`src/pkg/stcf_defines.svh`:
```
// offsets, field positions, reset values and timing of the two-wire command controller
// assumes a 100 MHz system clock and byte-wide register fields in 32-bit APB words
`ifndef STCF_DEFINES_SVH
`define STCF_DEFINES_SVH

// ----------------------------------------
// register offsets
// ----------------------------------------
`define STCF_REG_CTRL 8'h00
`define STCF_REG_FRAME 8'h04
`define STCF_REG_STATUS 8'h08
`define STCF_REG_BUF_IDX 8'h0c
`define STCF_REG_BUF_DATA 8'h10

// ----------------------------------------
// field positions and reset values
// ----------------------------------------
`define STCF_CTRL_GO 0
`define STCF_CTRL_OP_LO 1
`define STCF_CTRL_OP_HI 2
`define STCF_CTRL_AT 3
`define STCF_CTRL_POLL 4
`define STCF_CTRL_ABORT 5
`define STCF_ST_BUSY 0
`define STCF_ST_DONE 1
`define STCF_ST_NACK 2
`define STCF_ST_TMO 3
`define STCF_ST_REFUSED 4
`define STCF_FRAME_RESET 32'h0000_0000

// ----------------------------------------
// timing
// ----------------------------------------
`define STCF_CLK_MHZ 100
`define STCF_T_SCL_NS 1000
`define STCF_T_POLL_WR_US 5000
`define STCF_T_POLL_AT_US 20000
`define STCF_T_POLL_VFY_US 10000

// ----------------------------------------
// frame limits and command low nibbles
// ----------------------------------------
`define STCF_MAX_WR 8'h10
`define STCF_MAX_WR_AT 8'h08
`define STCF_PAGE 9'h010
`define STCF_LOW_RAND 4'h1
`define STCF_LOW_SYSRD 4'h6
`define STCF_LOW_VFY_CRYPTO 4'h8
`define STCF_LOW_VFY_PWD 4'ha

`endif

```
`src/pkg/stcf_pkg.sv`:
```
// types shared by the two-wire command controller
// assumes nothing beyond a SystemVerilog compiler
package stcf_pkg;

	typedef enum logic [5:0] {
		S_IDLE = 6'h01,
		S_START = 6'h02,
		S_TX = 6'h04,
		S_RX = 6'h08,
		S_STOP = 6'h10,
		S_WAIT = 6'h20
	} stcf_state_t;

	typedef enum logic [1:0] {
		STCF_OP_WRITE = 2'h0,
		STCF_OP_READ = 2'h1,
		STCF_OP_RAND = 2'h2,
		STCF_OP_SET = 2'h3
	} stcf_op_t;

endpackage : stcf_pkg

```
`src/stcf_sync.sv`:
```
// three-stage synchroniser for a pin input
// assumes the pin is asynchronous to sys_clk
`timescale 1ns/1ps
`default_nettype none
module stcf_sync #(
	parameter logic RST_VAL = 1'b1
) (
	input wire logic sys_clk,
	input wire logic srst,
	input wire logic din,
	output logic dout
);
	logic ff1;
	logic ff2;
	logic ff3;

	// a change counts only once the second and third stages agree
	always_ff @(posedge sys_clk) begin
		if (srst) begin
			ff1 <= RST_VAL;
			ff2 <= RST_VAL;
			ff3 <= RST_VAL;
			dout <= RST_VAL;
		end else begin
			ff1 <= din;
			ff2 <= ff1;
			ff3 <= ff2;
			if (ff2 == ff3) begin
				dout <= ff3;
			end
		end
	end
endmodule : stcf_sync
`default_nettype wire

```
`src/stcf_mem.sv`:
```
// byte buffer for frame data, registered read
// assumes one writer and one address per cycle
`timescale 1ns/1ps
`default_nettype none
module stcf_mem #(
	parameter int W = 8,
	parameter int D = 256,
	parameter int AW = 8
) (
	input wire logic sys_clk,
	input wire logic we,
	input wire logic [AW-1:0] addr,
	input wire logic [W-1:0] wdata,
	output logic [W-1:0] rdata
);
	logic [W-1:0] mem [D];

	if (D != 2 ** AW) begin : g_bad_depth
		$error("stcf_mem: depth must equal 2**AW");
	end

	always_ff @(posedge sys_clk) begin
		if (we) begin
			mem[addr] <= wdata;
		end
		rdata <= mem[addr];
	end
endmodule : stcf_mem
`default_nettype wire

```
`src/stcf_top.sv`:
```
// host controller for a secure serial memory on a modified two-wire bus, APB slave
// assumes open-drain pull-up on data; clock line driven push-pull by this end
// ----------------------------------------
// Contract
// - frames are command, address 1, address 2, count; random read excepted
// - random read address set by four write bytes then repeated start
// - stop ends each command; polling is start plus command byte
// - after plain write poll with any byte: 5 ms, anti-tearing 20 ms
// - after verify poll only with read commands, within 10 ms
// - no polling after reads, sets, or encrypted writes
// - bytes shift most significant bit first
// - write count at most sixteen, eight under anti-tearing
// - writes must not run past the end of a page
// - host sends checksum right after an authenticated write; this controller sends none
// - host may end a read early with nack and stop
// - host selects a zone before user zone accesses
// ----------------------------------------
`timescale 1ns/1ps
`default_nettype none
`include "stcf_defines.svh"
module stcf_top import stcf_pkg::*; #(
	parameter int QTR_CYC = `STCF_T_SCL_NS * `STCF_CLK_MHZ / 1000 / 4,
	parameter int POLL_WR_CYC = `STCF_T_POLL_WR_US * `STCF_CLK_MHZ,
	parameter int POLL_AT_CYC = `STCF_T_POLL_AT_US * `STCF_CLK_MHZ,
	parameter int POLL_VFY_CYC = `STCF_T_POLL_VFY_US * `STCF_CLK_MHZ
) (
	input wire logic sys_clk,
	input wire logic srst,
	input wire logic psel,
	input wire logic penable,
	input wire logic pwrite,
	input wire logic [7:0] paddr,
	input wire logic [31:0] pwdata,
	output logic [31:0] prdata,
	output logic pready,
	output logic pslverr,
	output logic scl,
	input wire logic sda_in,
	output logic sda_out,
	output logic sda_oe_n
);
	if (QTR_CYC < 1 || POLL_WR_CYC < 1 || POLL_AT_CYC < 1 || POLL_VFY_CYC < 1) begin : g_bad
		$error("stcf_top: cycle counts must be at least one");
	end

	stcf_state_t state;
	stcf_op_t op;
	logic [31:0] frame;
	logic [7:0] cmd;
	logic at_mode, poll_en, abort, polling, poll_pend, rnd2, samp, sda_s;
	logic busy, done, nack_err, tmo, refused;
	logic ev_done, ev_nack, ev_tmo, ev_ref;
	logic [31:0] qcnt, poll_tmr, lim;
	logic [1:0] ph;
	logic [3:0] bitcnt;
	logic [2:0] byte_idx;
	logic [8:0] rem, rx_expect;
	logic [7:0] shreg, dptr, buf_idx, mem_rdata, mem_wdata, mem_addr;
	logic tick, cell_end, last_rx, vfy_cmd, mem_we, apb_wr, apb_acc, go_req, abort_req, bad_frame;
	logic next_scl, next_rel;
	logic [8:0] page_end;
	logic [7:0] wlim;
	logic [31:0] rd_val;
	logic rd_err;
	logic rx_nak;
	stcf_op_t op_w;

	assign cmd = frame[7:0];
	assign busy = (state != S_IDLE);
	assign tick = busy && (qcnt == 32'(QTR_CYC - 1));
	assign cell_end = tick && (ph == 2'd3);
	// decided at the last data bit, so an abort never moves sda while scl is high
	assign last_rx = (rem == 9'h1) || abort;
	assign vfy_cmd = (cmd[3:0] == `STCF_LOW_VFY_CRYPTO) || (cmd[3:0] == `STCF_LOW_VFY_PWD);

	// ----------------------------------------
	// APB slave
	// ----------------------------------------
	assign apb_acc = psel && penable && pready && !pslverr;
	assign apb_wr = apb_acc && pwrite;
	assign go_req = apb_wr && (paddr == `STCF_REG_CTRL) && pwdata[`STCF_CTRL_GO];
	assign abort_req = apb_wr && (paddr == `STCF_REG_CTRL) && pwdata[`STCF_CTRL_ABORT];

	always_comb begin
		rd_err = 1'b0;
		rd_val = 32'h0;
		unique case (paddr)
			`STCF_REG_CTRL: rd_val = {27'h0, poll_en, at_mode, op, 1'b0};
			`STCF_REG_FRAME: begin
				rd_val = frame;
				rd_err = pwrite && busy;
			end
			`STCF_REG_STATUS: rd_val = {16'h0, dptr, 3'h0, refused, tmo, nack_err, done, busy};
			`STCF_REG_BUF_IDX: begin
				rd_val = {24'h0, buf_idx};
				rd_err = busy;
			end
			`STCF_REG_BUF_DATA: begin
				rd_val = {24'h0, mem_rdata};
				rd_err = busy;
			end
			default: rd_err = 1'b1;
		endcase
	end

	// one wait state: answer on the second access cycle
	always_ff @(posedge sys_clk) begin
		if (srst) begin
			pready <= 1'b0;
			pslverr <= 1'b0;
			prdata <= 32'h0;
		end else if (psel && penable && !pready) begin
			pready <= 1'b1;
			pslverr <= rd_err;
			prdata <= (pwrite || rd_err) ? 32'h0 : rd_val;
		end else begin
			pready <= 1'b0;
			pslverr <= 1'b0;
		end
	end

	always_ff @(posedge sys_clk) begin
		if (srst) begin
			frame <= `STCF_FRAME_RESET;
			buf_idx <= 8'h0;
		end else if (apb_acc) begin
			if (pwrite && paddr == `STCF_REG_FRAME) begin
				frame <= pwdata;
			end
			if (paddr == `STCF_REG_BUF_IDX && pwrite) begin
				buf_idx <= pwdata[7:0];
			end else if (paddr == `STCF_REG_BUF_DATA) begin
				buf_idx <= buf_idx + 8'h1;
			end
		end
	end

	// sticky status: a hardware set wins over a same-cycle clear
	always_ff @(posedge sys_clk) begin
		if (srst) begin
			done <= 1'b0;
			nack_err <= 1'b0;
			tmo <= 1'b0;
			refused <= 1'b0;
		end else begin
			if (apb_wr && paddr == `STCF_REG_STATUS) begin
				done <= ev_done || (done && !pwdata[`STCF_ST_DONE]);
				nack_err <= ev_nack || (nack_err && !pwdata[`STCF_ST_NACK]);
				tmo <= ev_tmo || (tmo && !pwdata[`STCF_ST_TMO]);
				refused <= ev_ref || (refused && !pwdata[`STCF_ST_REFUSED]);
			end else begin
				done <= done || ev_done;
				nack_err <= nack_err || ev_nack;
				tmo <= tmo || ev_tmo;
				refused <= refused || ev_ref;
			end
		end
	end

	// ----------------------------------------
	// buffer and pin sampling
	// ----------------------------------------
	assign mem_addr = busy ? dptr : buf_idx;
	assign mem_we = busy ? (cell_end && state == S_RX && bitcnt == 4'd7)
		: (apb_wr && paddr == `STCF_REG_BUF_DATA);
	assign mem_wdata = busy ? {shreg[6:0], samp} : pwdata[7:0];

	stcf_mem #(.W(8), .D(256), .AW(8)) u_mem (
		.sys_clk(sys_clk),
		.we(mem_we),
		.addr(mem_addr),
		.wdata(mem_wdata),
		.rdata(mem_rdata)
	);

	stcf_sync #(.RST_VAL(1'b1)) u_sda_sync (
		.sys_clk(sys_clk),
		.srst(srst),
		.din(sda_in),
		.dout(sda_s)
	);

	// ----------------------------------------
	// quarter-bit divider and line drive
	// ----------------------------------------
	always_ff @(posedge sys_clk) begin
		if (srst || !busy) begin
			qcnt <= 32'h0;
			ph <= 2'd0;
		end else if (tick) begin
			qcnt <= 32'h0;
			ph <= ph + 2'd1;
		end else begin
			qcnt <= qcnt + 32'h1;
		end
	end

	always_ff @(posedge sys_clk) begin
		if (srst) begin
			samp <= 1'b1;
		end else if (tick && ph == 2'd2) begin
			samp <= sda_s;
		end
	end

	// bits change only while the clock line is low; start and stop move data while high
	always_comb begin
		next_scl = 1'b1;
		next_rel = 1'b1;
		unique case (state)
			S_START: begin
				next_scl = (ph == 2'd1) || (ph == 2'd2);
				next_rel = (ph < 2'd2);
			end
			S_TX: begin
				next_scl = (ph == 2'd1) || (ph == 2'd2);
				next_rel = (bitcnt == 4'd8) ? 1'b1 : shreg[7];
			end
			S_RX: begin
				next_scl = (ph == 2'd1) || (ph == 2'd2);
				next_rel = (bitcnt == 4'd8) ? rx_nak : 1'b1;
			end
			S_STOP: begin
				next_scl = (ph != 2'd0);
				next_rel = (ph >= 2'd2);
			end
			S_IDLE, S_WAIT: begin
				next_scl = 1'b1;
				next_rel = 1'b1;
			end
		endcase
	end

	always_ff @(posedge sys_clk) begin
		if (srst) begin
			scl <= 1'b1;
			sda_oe_n <= 1'b1;
			sda_out <= 1'b0;
		end else begin
			scl <= next_scl;
			sda_oe_n <= next_rel;
			sda_out <= 1'b0;
		end
	end

	// ----------------------------------------
	// frame sequencer
	// ----------------------------------------
	assign op_w = stcf_op_t'(pwdata[`STCF_CTRL_OP_HI:`STCF_CTRL_OP_LO]);
	assign wlim = pwdata[`STCF_CTRL_AT] ? `STCF_MAX_WR_AT : `STCF_MAX_WR;
	assign page_end = {5'h0, frame[19:16]} + {1'b0, frame[31:24]};
	assign bad_frame = (op_w == STCF_OP_WRITE) && ((frame[31:24] > wlim) || (page_end > `STCF_PAGE));

	always_ff @(posedge sys_clk) begin
		if (srst) begin
			state <= S_IDLE;
			op <= STCF_OP_WRITE;
			at_mode <= 1'b0;
			poll_en <= 1'b0;
			abort <= 1'b0;
			polling <= 1'b0;
			poll_pend <= 1'b0;
			rnd2 <= 1'b0;
			bitcnt <= 4'd0;
			byte_idx <= 3'd0;
			rem <= 9'h0;
			rx_expect <= 9'h0;
			rx_nak <= 1'b0;
			shreg <= 8'h0;
			dptr <= 8'h0;
			poll_tmr <= 32'h0;
			lim <= 32'h0;
			{ev_done, ev_nack, ev_tmo, ev_ref} <= 4'h0;
		end else begin
			{ev_done, ev_nack, ev_tmo, ev_ref} <= 4'h0;
			if (abort_req) begin
				abort <= 1'b1;
			end
			if (polling) begin
				poll_tmr <= poll_tmr + 32'h1;
			end
			if (state == S_IDLE) begin
				if (go_req && bad_frame) begin
					ev_ref <= 1'b1;
				end else if (go_req) begin
					state <= S_START;
					op <= op_w;
					at_mode <= pwdata[`STCF_CTRL_AT];
					poll_en <= pwdata[`STCF_CTRL_POLL];
					// a write with the poll bit set goes on to poll after its stop, unless one of its bytes is nacked
					poll_pend <= pwdata[`STCF_CTRL_POLL] && (op_w == STCF_OP_WRITE);
					abort <= 1'b0;
					rnd2 <= 1'b0;
					dptr <= 8'h0;
					rem <= (op_w == STCF_OP_WRITE) ? {1'b0, frame[31:24]}
						: (frame[31:24] == 8'h0) ? 9'h100 : {1'b0, frame[31:24]};
					rx_expect <= (frame[31:24] == 8'h0) ? 9'h100 : {1'b0, frame[31:24]};
					lim <= pwdata[`STCF_CTRL_AT] ? 32'(POLL_AT_CYC)
						: vfy_cmd ? 32'(POLL_VFY_CYC) : 32'(POLL_WR_CYC);
				end
			end else if (cell_end) begin
				unique case (state)
					S_START: begin
						state <= S_TX;
						bitcnt <= 4'd0;
						if (polling) begin
							// verify must be polled with a read command of the same address
							shreg <= vfy_cmd ? {cmd[7:4], `STCF_LOW_SYSRD} : cmd;
						end else if (rnd2) begin
							shreg <= {cmd[7:4], `STCF_LOW_RAND};
						end else begin
							shreg <= cmd;
							byte_idx <= 3'd0;
						end
					end
					S_TX: begin
						if (bitcnt != 4'd8) begin
							bitcnt <= bitcnt + 4'd1;
							shreg <= {shreg[6:0], 1'b0};
						end else begin
							bitcnt <= 4'd0;
							if (polling) begin
								state <= S_STOP;
								if (!samp) begin
									polling <= 1'b0;
								end else if (poll_tmr >= lim) begin
									polling <= 1'b0;
									ev_tmo <= 1'b1;
								end
							end else if (rnd2) begin
								state <= samp ? S_STOP : S_RX;
								ev_nack <= samp;
							end else if (samp && !(byte_idx == 3'd3 && op == STCF_OP_RAND)) begin
								state <= S_STOP;
								ev_nack <= 1'b1;
								poll_pend <= 1'b0;
							end else if (byte_idx < 3'd3) begin
								byte_idx <= byte_idx + 3'd1;
								unique case (byte_idx)
									3'd0: shreg <= frame[15:8];
									3'd1: shreg <= frame[23:16];
									default: shreg <= frame[31:24];
								endcase
							end else if (byte_idx == 3'd3 && op == STCF_OP_READ) begin
								state <= S_RX;
							end else if (byte_idx == 3'd3 && op == STCF_OP_RAND) begin
								state <= S_START;
								rnd2 <= 1'b1;
							end else if (op == STCF_OP_WRITE && rem != 9'h0) begin
								byte_idx <= 3'd4;
								shreg <= mem_rdata;
								dptr <= dptr + 8'h1;
								rem <= rem - 9'h1;
							end else begin
								state <= S_STOP;
							end
						end
					end
					S_RX: begin
						if (bitcnt != 4'd8) begin
							bitcnt <= bitcnt + 4'd1;
							shreg <= {shreg[6:0], samp};
							if (bitcnt == 4'd7) begin
								dptr <= dptr + 8'h1;
								rem <= rem - 9'h1;
								rx_nak <= last_rx;
							end
						end else begin
							bitcnt <= 4'd0;
							if (rx_nak) begin
								state <= S_STOP;
							end
						end
					end
					S_STOP: begin
						if (polling || poll_pend) begin
							state <= S_WAIT;
							if (poll_pend) begin
								poll_tmr <= 32'h0;
							end
							polling <= 1'b1;
							poll_pend <= 1'b0;
						end else begin
							state <= S_IDLE;
							ev_done <= 1'b1;
						end
					end
					S_WAIT: state <= S_START;
					S_IDLE: state <= S_IDLE;
				endcase
			end
		end
	end
endmodule : stcf_top
`default_nettype wire

```
`config.mk`:
```
export PLATFORM = sky130hd
export DESIGN_NAME = stcf_top
export DESIGN_NICKNAME = d
export VERILOG_FILES = /design/src/pkg/stcf_pkg.sv /design/src/stcf_sync.sv /design/src/stcf_mem.sv /design/src/stcf_top.sv
export VERILOG_INCLUDE_DIRS = /design/src /design/src/pkg
export SDC_FILE = /design/constraint.sdc
export NUM_CORES = 2
export LEC_CHECK = 0
export BUFFER_PORTS_ARGS = -buffer_cell sky130_fd_sc_hd__buf_2
export CAP_MARGIN = 20
export CELL_PAD_IN_SITES_DETAIL_PLACEMENT = 2
export CELL_PAD_IN_SITES_GLOBAL_PLACEMENT = 2
export CORE_MARGIN = 5
export CORE_UTILIZATION = 42
export DETAILED_ROUTE_END_ITERATION = 8
export PLACE_DENSITY_LB_ADDON = 0.2
export SLEW_MARGIN = 20
export SYNTH_ARGS = -nofsm -noshare
export SYNTH_HDL_FRONTEND = slang
export SYNTH_SLANG_ARGS = --single-unit
```
`constraint.sdc`:
```
create_clock -name sys_clk -period 7.1 [get_ports sys_clk]
set_input_delay 0.71 -clock sys_clk [delete_from_list [all_inputs] [get_ports sys_clk]]
set_output_delay 0.71 -clock sys_clk [all_outputs]
set_load 0.01 [all_outputs]
```
==> impl_results.html <==
<table>
<tr><th>Metric</th><th>Value</th></tr>
<tr><th colspan="2">Power</th></tr>
<tr><td>Leakage component of the power</td><td>between 30 and 40 nW</td></tr>
<tr><td>Pwr Density</td><td>around 260 nW/µm²</td></tr>
<tr><td>Net switching component of the power</td><td>roughly 0.0056 W</td></tr>
<tr><td>Share of total power in sequential cells</td><td>between 50 and 60%</td></tr>
<tr><td>Sw Share</td><td>a little over a fifth</td></tr>
<tr><td>Relative contribution of combinational cells to total power</td><td>under 10%</td></tr>
<tr><td>Worst vdd ir</td><td>about 0.27 mV</td></tr>
<tr><td>Int Pwr</td><td>approximately 0.021 W</td></tr>
<tr><td>Share of total power in the clock network</td><td>between 40% and 50%</td></tr>
<tr><th colspan="2">Route</th></tr>
<tr><td>DRC</td><td>0</td></tr>
<tr><td>Initial DRC Count</td><td>approximately 8.6k</td></tr>
<tr><td>Wire length per cell</td><td>approximately 40 µm</td></tr>
<tr><td>Routed Wire Length</td><td>around 400000 µm</td></tr>
<tr><td>Via count</td><td>roughly 66k</td></tr>
<tr><td>Number of routed nets with antenna violations</td><td>0</td></tr>
<tr><td>Vias/cell</td><td>6.67</td></tr>
<tr><td>Number of optimization iterations in the first detailed-route pass</td><td>6</td></tr>
<tr><th colspan="2">Setup path</th></tr>
<tr><td>CP required</td><td>a little under 8000 ps</td></tr>
<tr><td>R2R Setup Slk</td><td>about 1000 ps</td></tr>
<tr><td>Category of the most critical setup path</td><td>register to register</td></tr>
<tr><td>Critical path peak fanout</td><td>59</td></tr>
<tr><td>Highest-delay cell along the critical path</td><td>sky130_fd_sc_hd__nor2b_1</td></tr>
<tr><td>Most used cell, CP</td><td>sky130_fd_sc_hd__nor4_1</td></tr>
<tr><td>R2R Path Start</td><td>state[0]</td></tr>
<tr><td>Path depth of the worst reg2reg path</td><td>11</td></tr>
<tr><td>Critical path launch point type</td><td>register</td></tr>
<tr><td>CP bufs+invs</td><td>2</td></tr>
<tr><td>Worst stage delay on the critical path</td><td>roughly 800 ps</td></tr>
<tr><td>Critical Path Sink Type</td><td>register</td></tr>
<tr><td>CP delay by family, top</td><td>simple AND/OR/NAND/NOR gates</td></tr>
<tr><td>Arrival time of data at the critical path endpoint</td><td>around 6800 ps</td></tr>
<tr><td>End of the worst register-to-register path</td><td>u_mem.rdata[1]</td></tr>
<tr><td>Critical-path cell list</td><td>nor2b_1 -&gt; nand2_4 -&gt; buf_12 -&gt; a31oi_4 -&gt; buf_4 -&gt; a21oi_1 -&gt; nor4_1 -&gt; o22ai_1 -&gt; or4_1 -&gt; nor4_1 -&gt; o211ai_1</td></tr>
<tr><th colspan="2">Worst hold path</th></tr>
<tr><td>Terminating pin of the worst hold path</td><td>u_sda_sync.ff1</td></tr>
<tr><td>Number of instances on the worst hold path</td><td>2</td></tr>
<tr><td>Startpoint of the most critical hold path</td><td>sda_in</td></tr>
<tr><td>Worst hold path class</td><td>input pin to register</td></tr>
<tr><th colspan="2">Clocking</th></tr>
<tr><td>Clock root buffer</td><td>sky130_fd_sc_hd__clkbuf_16</td></tr>
<tr><td>Count of instances resized after the clock tree is built</td><td>0</td></tr>
<tr><td>Number of buffers added for setup after CTS</td><td>0</td></tr>
<tr><td>Clock slew seen by the registers of the worst setup and hold paths</td><td>60 ps</td></tr>
<tr><td>Hold bufs inserted after CTS</td><td>0</td></tr>
<tr><td>Num CTS Buffers</td><td>~240</td></tr>
<tr><td>TritonCTS sink count</td><td>between 2k and 2.5k</td></tr>
<tr><td>Clock insertion delay at the later pin of the skew report</td><td>890 ps</td></tr>
<tr><td>H-tree Lvls</td><td>4</td></tr>
<tr><td>TritonCTS clock tree</td><td>yes</td></tr>
<tr><td>Maximum clock insertion buffer count</td><td>3</td></tr>
<tr><th colspan="2">Synthesis</th></tr>
<tr><td>Netlist cell types</td><td>79</td></tr>
<tr><td>Number of nets in the synthesized netlist</td><td>around 6.7k</td></tr>
<tr><td>Number of instances in the synthesized netlist</td><td>between 6k and 7k</td></tr>
<tr><td>Commonest register cell after synthesis</td><td>sky130_fd_sc_hd__edfxtp_1</td></tr>
<tr><td>Syn avg cell area</td><td>between 10 and 15 µm²</td></tr>
<tr><td>Post-synth top area share</td><td>67.0%</td></tr>
<tr><td>Share of flip-flops with an asynchronous set or reset after synthesis</td><td>0%</td></tr>
<tr><td>Combined area of all synthesized cells</td><td>91700 µm²</td></tr>
<tr><td>Seq/Total Area, Yosys</td><td>between 70% and 80%</td></tr>
<tr><td>Cell type with the highest aggregate area in the netlist</td><td>sky130_fd_sc_hd__edfxtp_1</td></tr>
<tr><td>Number of synthesized flops with an enable pin</td><td>between 2k and 2.5k</td></tr>
<tr><td>Synth top cells by count</td><td>sky130_fd_sc_hd__edfxtp_1 (2048), sky130_fd_sc_hd__nand2_1 (768), sky130_fd_sc_hd__mux2i_1 (663)</td></tr>
<tr><td>Cell types occupying the most area after synthesis</td><td>sky130_fd_sc_hd__edfxtp_1 (67%), sky130_fd_sc_hd__mux2i_1 (7.2%), sky130_fd_sc_hd__dfxtp_1 (4.7%), sky130_fd_sc_hd__nand2_1 (3.1%), sky130_fd_sc_hd__o22ai_1 (2.2%)</td></tr>
<tr><td>Count of state elements after synthesis</td><td>roughly 2.3k</td></tr>
<tr><td>Yosys warning count</td><td>0</td></tr>
<tr><td>Cell with the most instances after synthesis</td><td>sky130_fd_sc_hd__edfxtp_1</td></tr>
<tr><th colspan="2">STA</th></tr>
<tr><td>Fin Setup TNS</td><td>0 ps</td></tr>
<tr><td>Pin slew with the least headroom to its limit</td><td>~1300 ps</td></tr>
<tr><td>Max-slew violation total from the final report</td><td>0</td></tr>
<tr><td>Worst-case headroom to the max-slew limit</td><td>between 10% and 20%</td></tr>
<tr><td>Highest clock rate</td><td>0.164 GHz</td></tr>
<tr><td>Final Hold Fails</td><td>0</td></tr>
<tr><td>Largest clock skew in the final design</td><td>slightly above 60 ps</td></tr>
<tr><td>Min Tclk post-route</td><td>slightly above 6000 ps</td></tr>
<tr><td>Final worst path period share</td><td>between 80% and 90%</td></tr>
<tr><td>Setup Viol. Count Final</td><td>0</td></tr>
<tr><td>Fin Hold WS</td><td>75.3 ps</td></tr>
<tr><td>RSZ-0062 raised after global routing</td><td>no</td></tr>
<tr><th colspan="2">Floorplan</th></tr>
<tr><td>Width of the die</td><td>between 400 and 500 µm</td></tr>
<tr><td>Number of top-level pins</td><td>83</td></tr>
<tr><td>Die height</td><td>approximately 480 µm</td></tr>
<tr><td>Die ar.</td><td>between 200000 and 250000 µm²</td></tr>
<tr><td>Total core area</td><td>217000 µm²</td></tr>
<tr><td>Number of placement rows</td><td>approximately 170</td></tr>
<tr><td>Initial Utilization</td><td>between 40% and 50%</td></tr>
<tr><th colspan="2">Global routing</th></tr>
<tr><td>Via count of the first global-routing pass</td><td>around 67k</td></tr>
<tr><td>Aggregate global-route resource usage</td><td>approximately a third</td></tr>
<tr><td>Maximum number of pins on one net before global-route repair</td><td>about 180</td></tr>
<tr><td>Number of antenna violations at the first check in global routing</td><td>29</td></tr>
<tr><td>Overflow left after global routing</td><td>0</td></tr>
<tr><td>Wire length of the first global-routing pass</td><td>between 500000 and 600000 µm</td></tr>
<tr><th colspan="2">Cells and area</th></tr>
<tr><td>Number of cells in the finished layout apart from fillers</td><td>~9.8k</td></tr>
<tr><td>Number of filler cells placed in the layout</td><td>~20k</td></tr>
<tr><td>Final design utilization</td><td>48.1%</td></tr>
<tr><td>Area grow syn2layout</td><td>13.8%</td></tr>
<tr><td>Final layout net count</td><td>6863</td></tr>
<tr><td>Share of post-route cells with drive strength above 1</td><td>11.5%</td></tr>
<tr><td>Post-route cell area</td><td>104000 µm²</td></tr>
<tr><th colspan="2">Place</th></tr>
<tr><td>Total cell area at the placement stage</td><td>97100 µm²</td></tr>
<tr><td>Final weighted congestion in routability-driven placement</td><td>~0.93</td></tr>
<tr><td>Total placed cells including tap cells</td><td>between 9k and 10k</td></tr>
<tr><td>HPWL after DPL</td><td>254000 µm</td></tr>
<tr><td>Port Buf Inserts</td><td>81</td></tr>
<tr><th colspan="2">Run</th></tr>
<tr><td>Max_cap viols</td><td>0</td></tr>
<tr><th colspan="2">Status</th></tr>
<tr><td>Run status</td><td>finished clean</td></tr>
</table>
## flip-flops by register name, indices dropped and copies added, names as in the netlist, 2 cells and up
register / count
prdata: 32
state: 6
buf_idx: 8
u_mem.rdata: 8
dptr: 8
op: 2
rem: 9
poll_tmr: 32
byte_idx: 3
bitcnt: 4
frame: 32
shreg: 8
lim: 7
u_mem.mem: 2048
qcnt: 32
ph: 2
## how the worst max path moves through the flow
| stage | startpoint | to | slack (ps) | cells after the start |
|---|---|---|---|---|
| finish | state[0] | u_mem.rdata[1] | 1020 | 11 |
| global placement | dptr[1] | u_mem.rdata[3] | 1170 | 10 |
| global route | state[0] | u_mem.rdata[4] | 1080 | 13 |
| detailed placement | state[0] | u_mem.rdata[1] | 1270 | 11 |
| floorplan | state[1] | u_mem.mem[0][0] | 380 | 12 |
| CTS | state[0] | u_mem.rdata[1] | 1260 | 11 |
## placed cells by master (no fill, tap or decap), types with 22 or more instances in the layout
| cell type | count |
|---|---|
| sky130_fd_sc_hd__edfxtp_1 | 2048 |
| sky130_fd_sc_hd__nand2_1 | 759 |
| sky130_fd_sc_hd__mux2i_1 | 662 |
| sky130_fd_sc_hd__nor2_1 | 476 |
| sky130_fd_sc_hd__o22ai_1 | 317 |
| sky130_fd_sc_hd__a21oi_1 | 304 |
| sky130_fd_sc_hd__buf_4 | 250 |
| sky130_fd_sc_hd__clkbuf_16 | 242 |
| sky130_fd_sc_hd__dfxtp_1 | 216 |
| sky130_fd_sc_hd__o21ai_0 | 194 |
| sky130_fd_sc_hd__nand3_1 | 140 |
| sky130_fd_sc_hd__nor4_1 | 107 |
| sky130_fd_sc_hd__and3_1 | 104 |
| sky130_fd_sc_hd__buf_2 | 83 |
| sky130_fd_sc_hd__a211oi_1 | 79 |
| sky130_fd_sc_hd__clkbuf_1 | 77 |
| sky130_fd_sc_hd__nor3_1 | 70 |
| sky130_fd_sc_hd__a311oi_1 | 59 |
| sky130_fd_sc_hd__a31oi_1 | 49 |
| sky130_fd_sc_hd__clkinv_1 | 45 |
| sky130_fd_sc_hd__inv_1 | 40 |
| sky130_fd_sc_hd__nand4_1 | 39 |
| sky130_fd_sc_hd__ha_1 | 37 |
| sky130_fd_sc_hd__clkinv_2 | 37 |
| sky130_fd_sc_hd__xor2_1 | 35 |
| sky130_fd_sc_hd__buf_12 | 30 |
| sky130_fd_sc_hd__a22oi_1 | 29 |
| sky130_fd_sc_hd__a31oi_2 | 26 |
| sky130_fd_sc_hd__xnor2_1 | 24 |
| sky130_fd_sc_hd__a2111oi_0 | 23 |
| sky130_fd_sc_hd__diode_2 | 22 |
| sky130_fd_sc_hd__or4_1 | 22 |
## layer usage
metal | vias up | track usage [%] | part of all wire, %
li1 | 25756 | - | -
met1 | 34488 | 43.3 | 38
met2 | 4208 | 52.7 | 46
met3 | 1149 | 7.87 | 9.9
met4 | 18 | 19.1 | 6.6
met5 | - | 0 | 0.033
## cells by family (layout without fill, tap and decap cells)
family,after synthesis,in the layout,share of synthesized area (%)
DFF,2264,2264,71.8
and+or+nand+nor,1874,1874,9.22
AOI/OAI and AO/OA,1235,1235,8.45
muxes,666,666,7.27
buffers and inverters,465,828,2.21
xor gates and xnor gates,59,59,0.563
adders and majority gates,38,38,0.526
other,1,23,0.00409
## final cells by class
cell class / count / area (µm²) / share of cell area, %
Antenna cell: 22 / 55.1 / 0.0527
Clock buffer: 327 / 6450 / 6.18
Clock inverter: 96 / 711 / 0.681
Inverter: 41 / 154 / 0.147
Multi-Input combinational cell: 3873 / 24700 / 23.7
Sequential cell: 2264 / 65800 / 63.1
Tap cell: 2854 / 3570 / 3.42
Timing Repair Buffer: 364 / 2920 / 2.80
## per-stage QoR
step | worst slack, ps | total power [W]
3_3_place_gp | 1170 | 0.0151
4_1_cts | 1260 | 0.0268
6_report | 1020 | 0.0267
3_5_place_dp | 1270 | 0.0151
5_1_grt | 1080 | 0.0275
2_1_floorplan | 379 | 0.0150
## power groups by stage
stage | registers, W | logic (W) | clock network, W
after detailed placement | 0.0148 | 0.000318 | 0
after CTS | 0.0145 | 0.000317 | 0.0120
after global routing | 0.0145 | 0.000329 | 0.0126
final | 0.0145 | 0.000319 | 0.0119
after global placement | 0.0148 | 0.000298 | 0
after floorplan | 0.0149 | 0.000117 | 0
No activity file was read; power rests on OpenSTA's default activity.
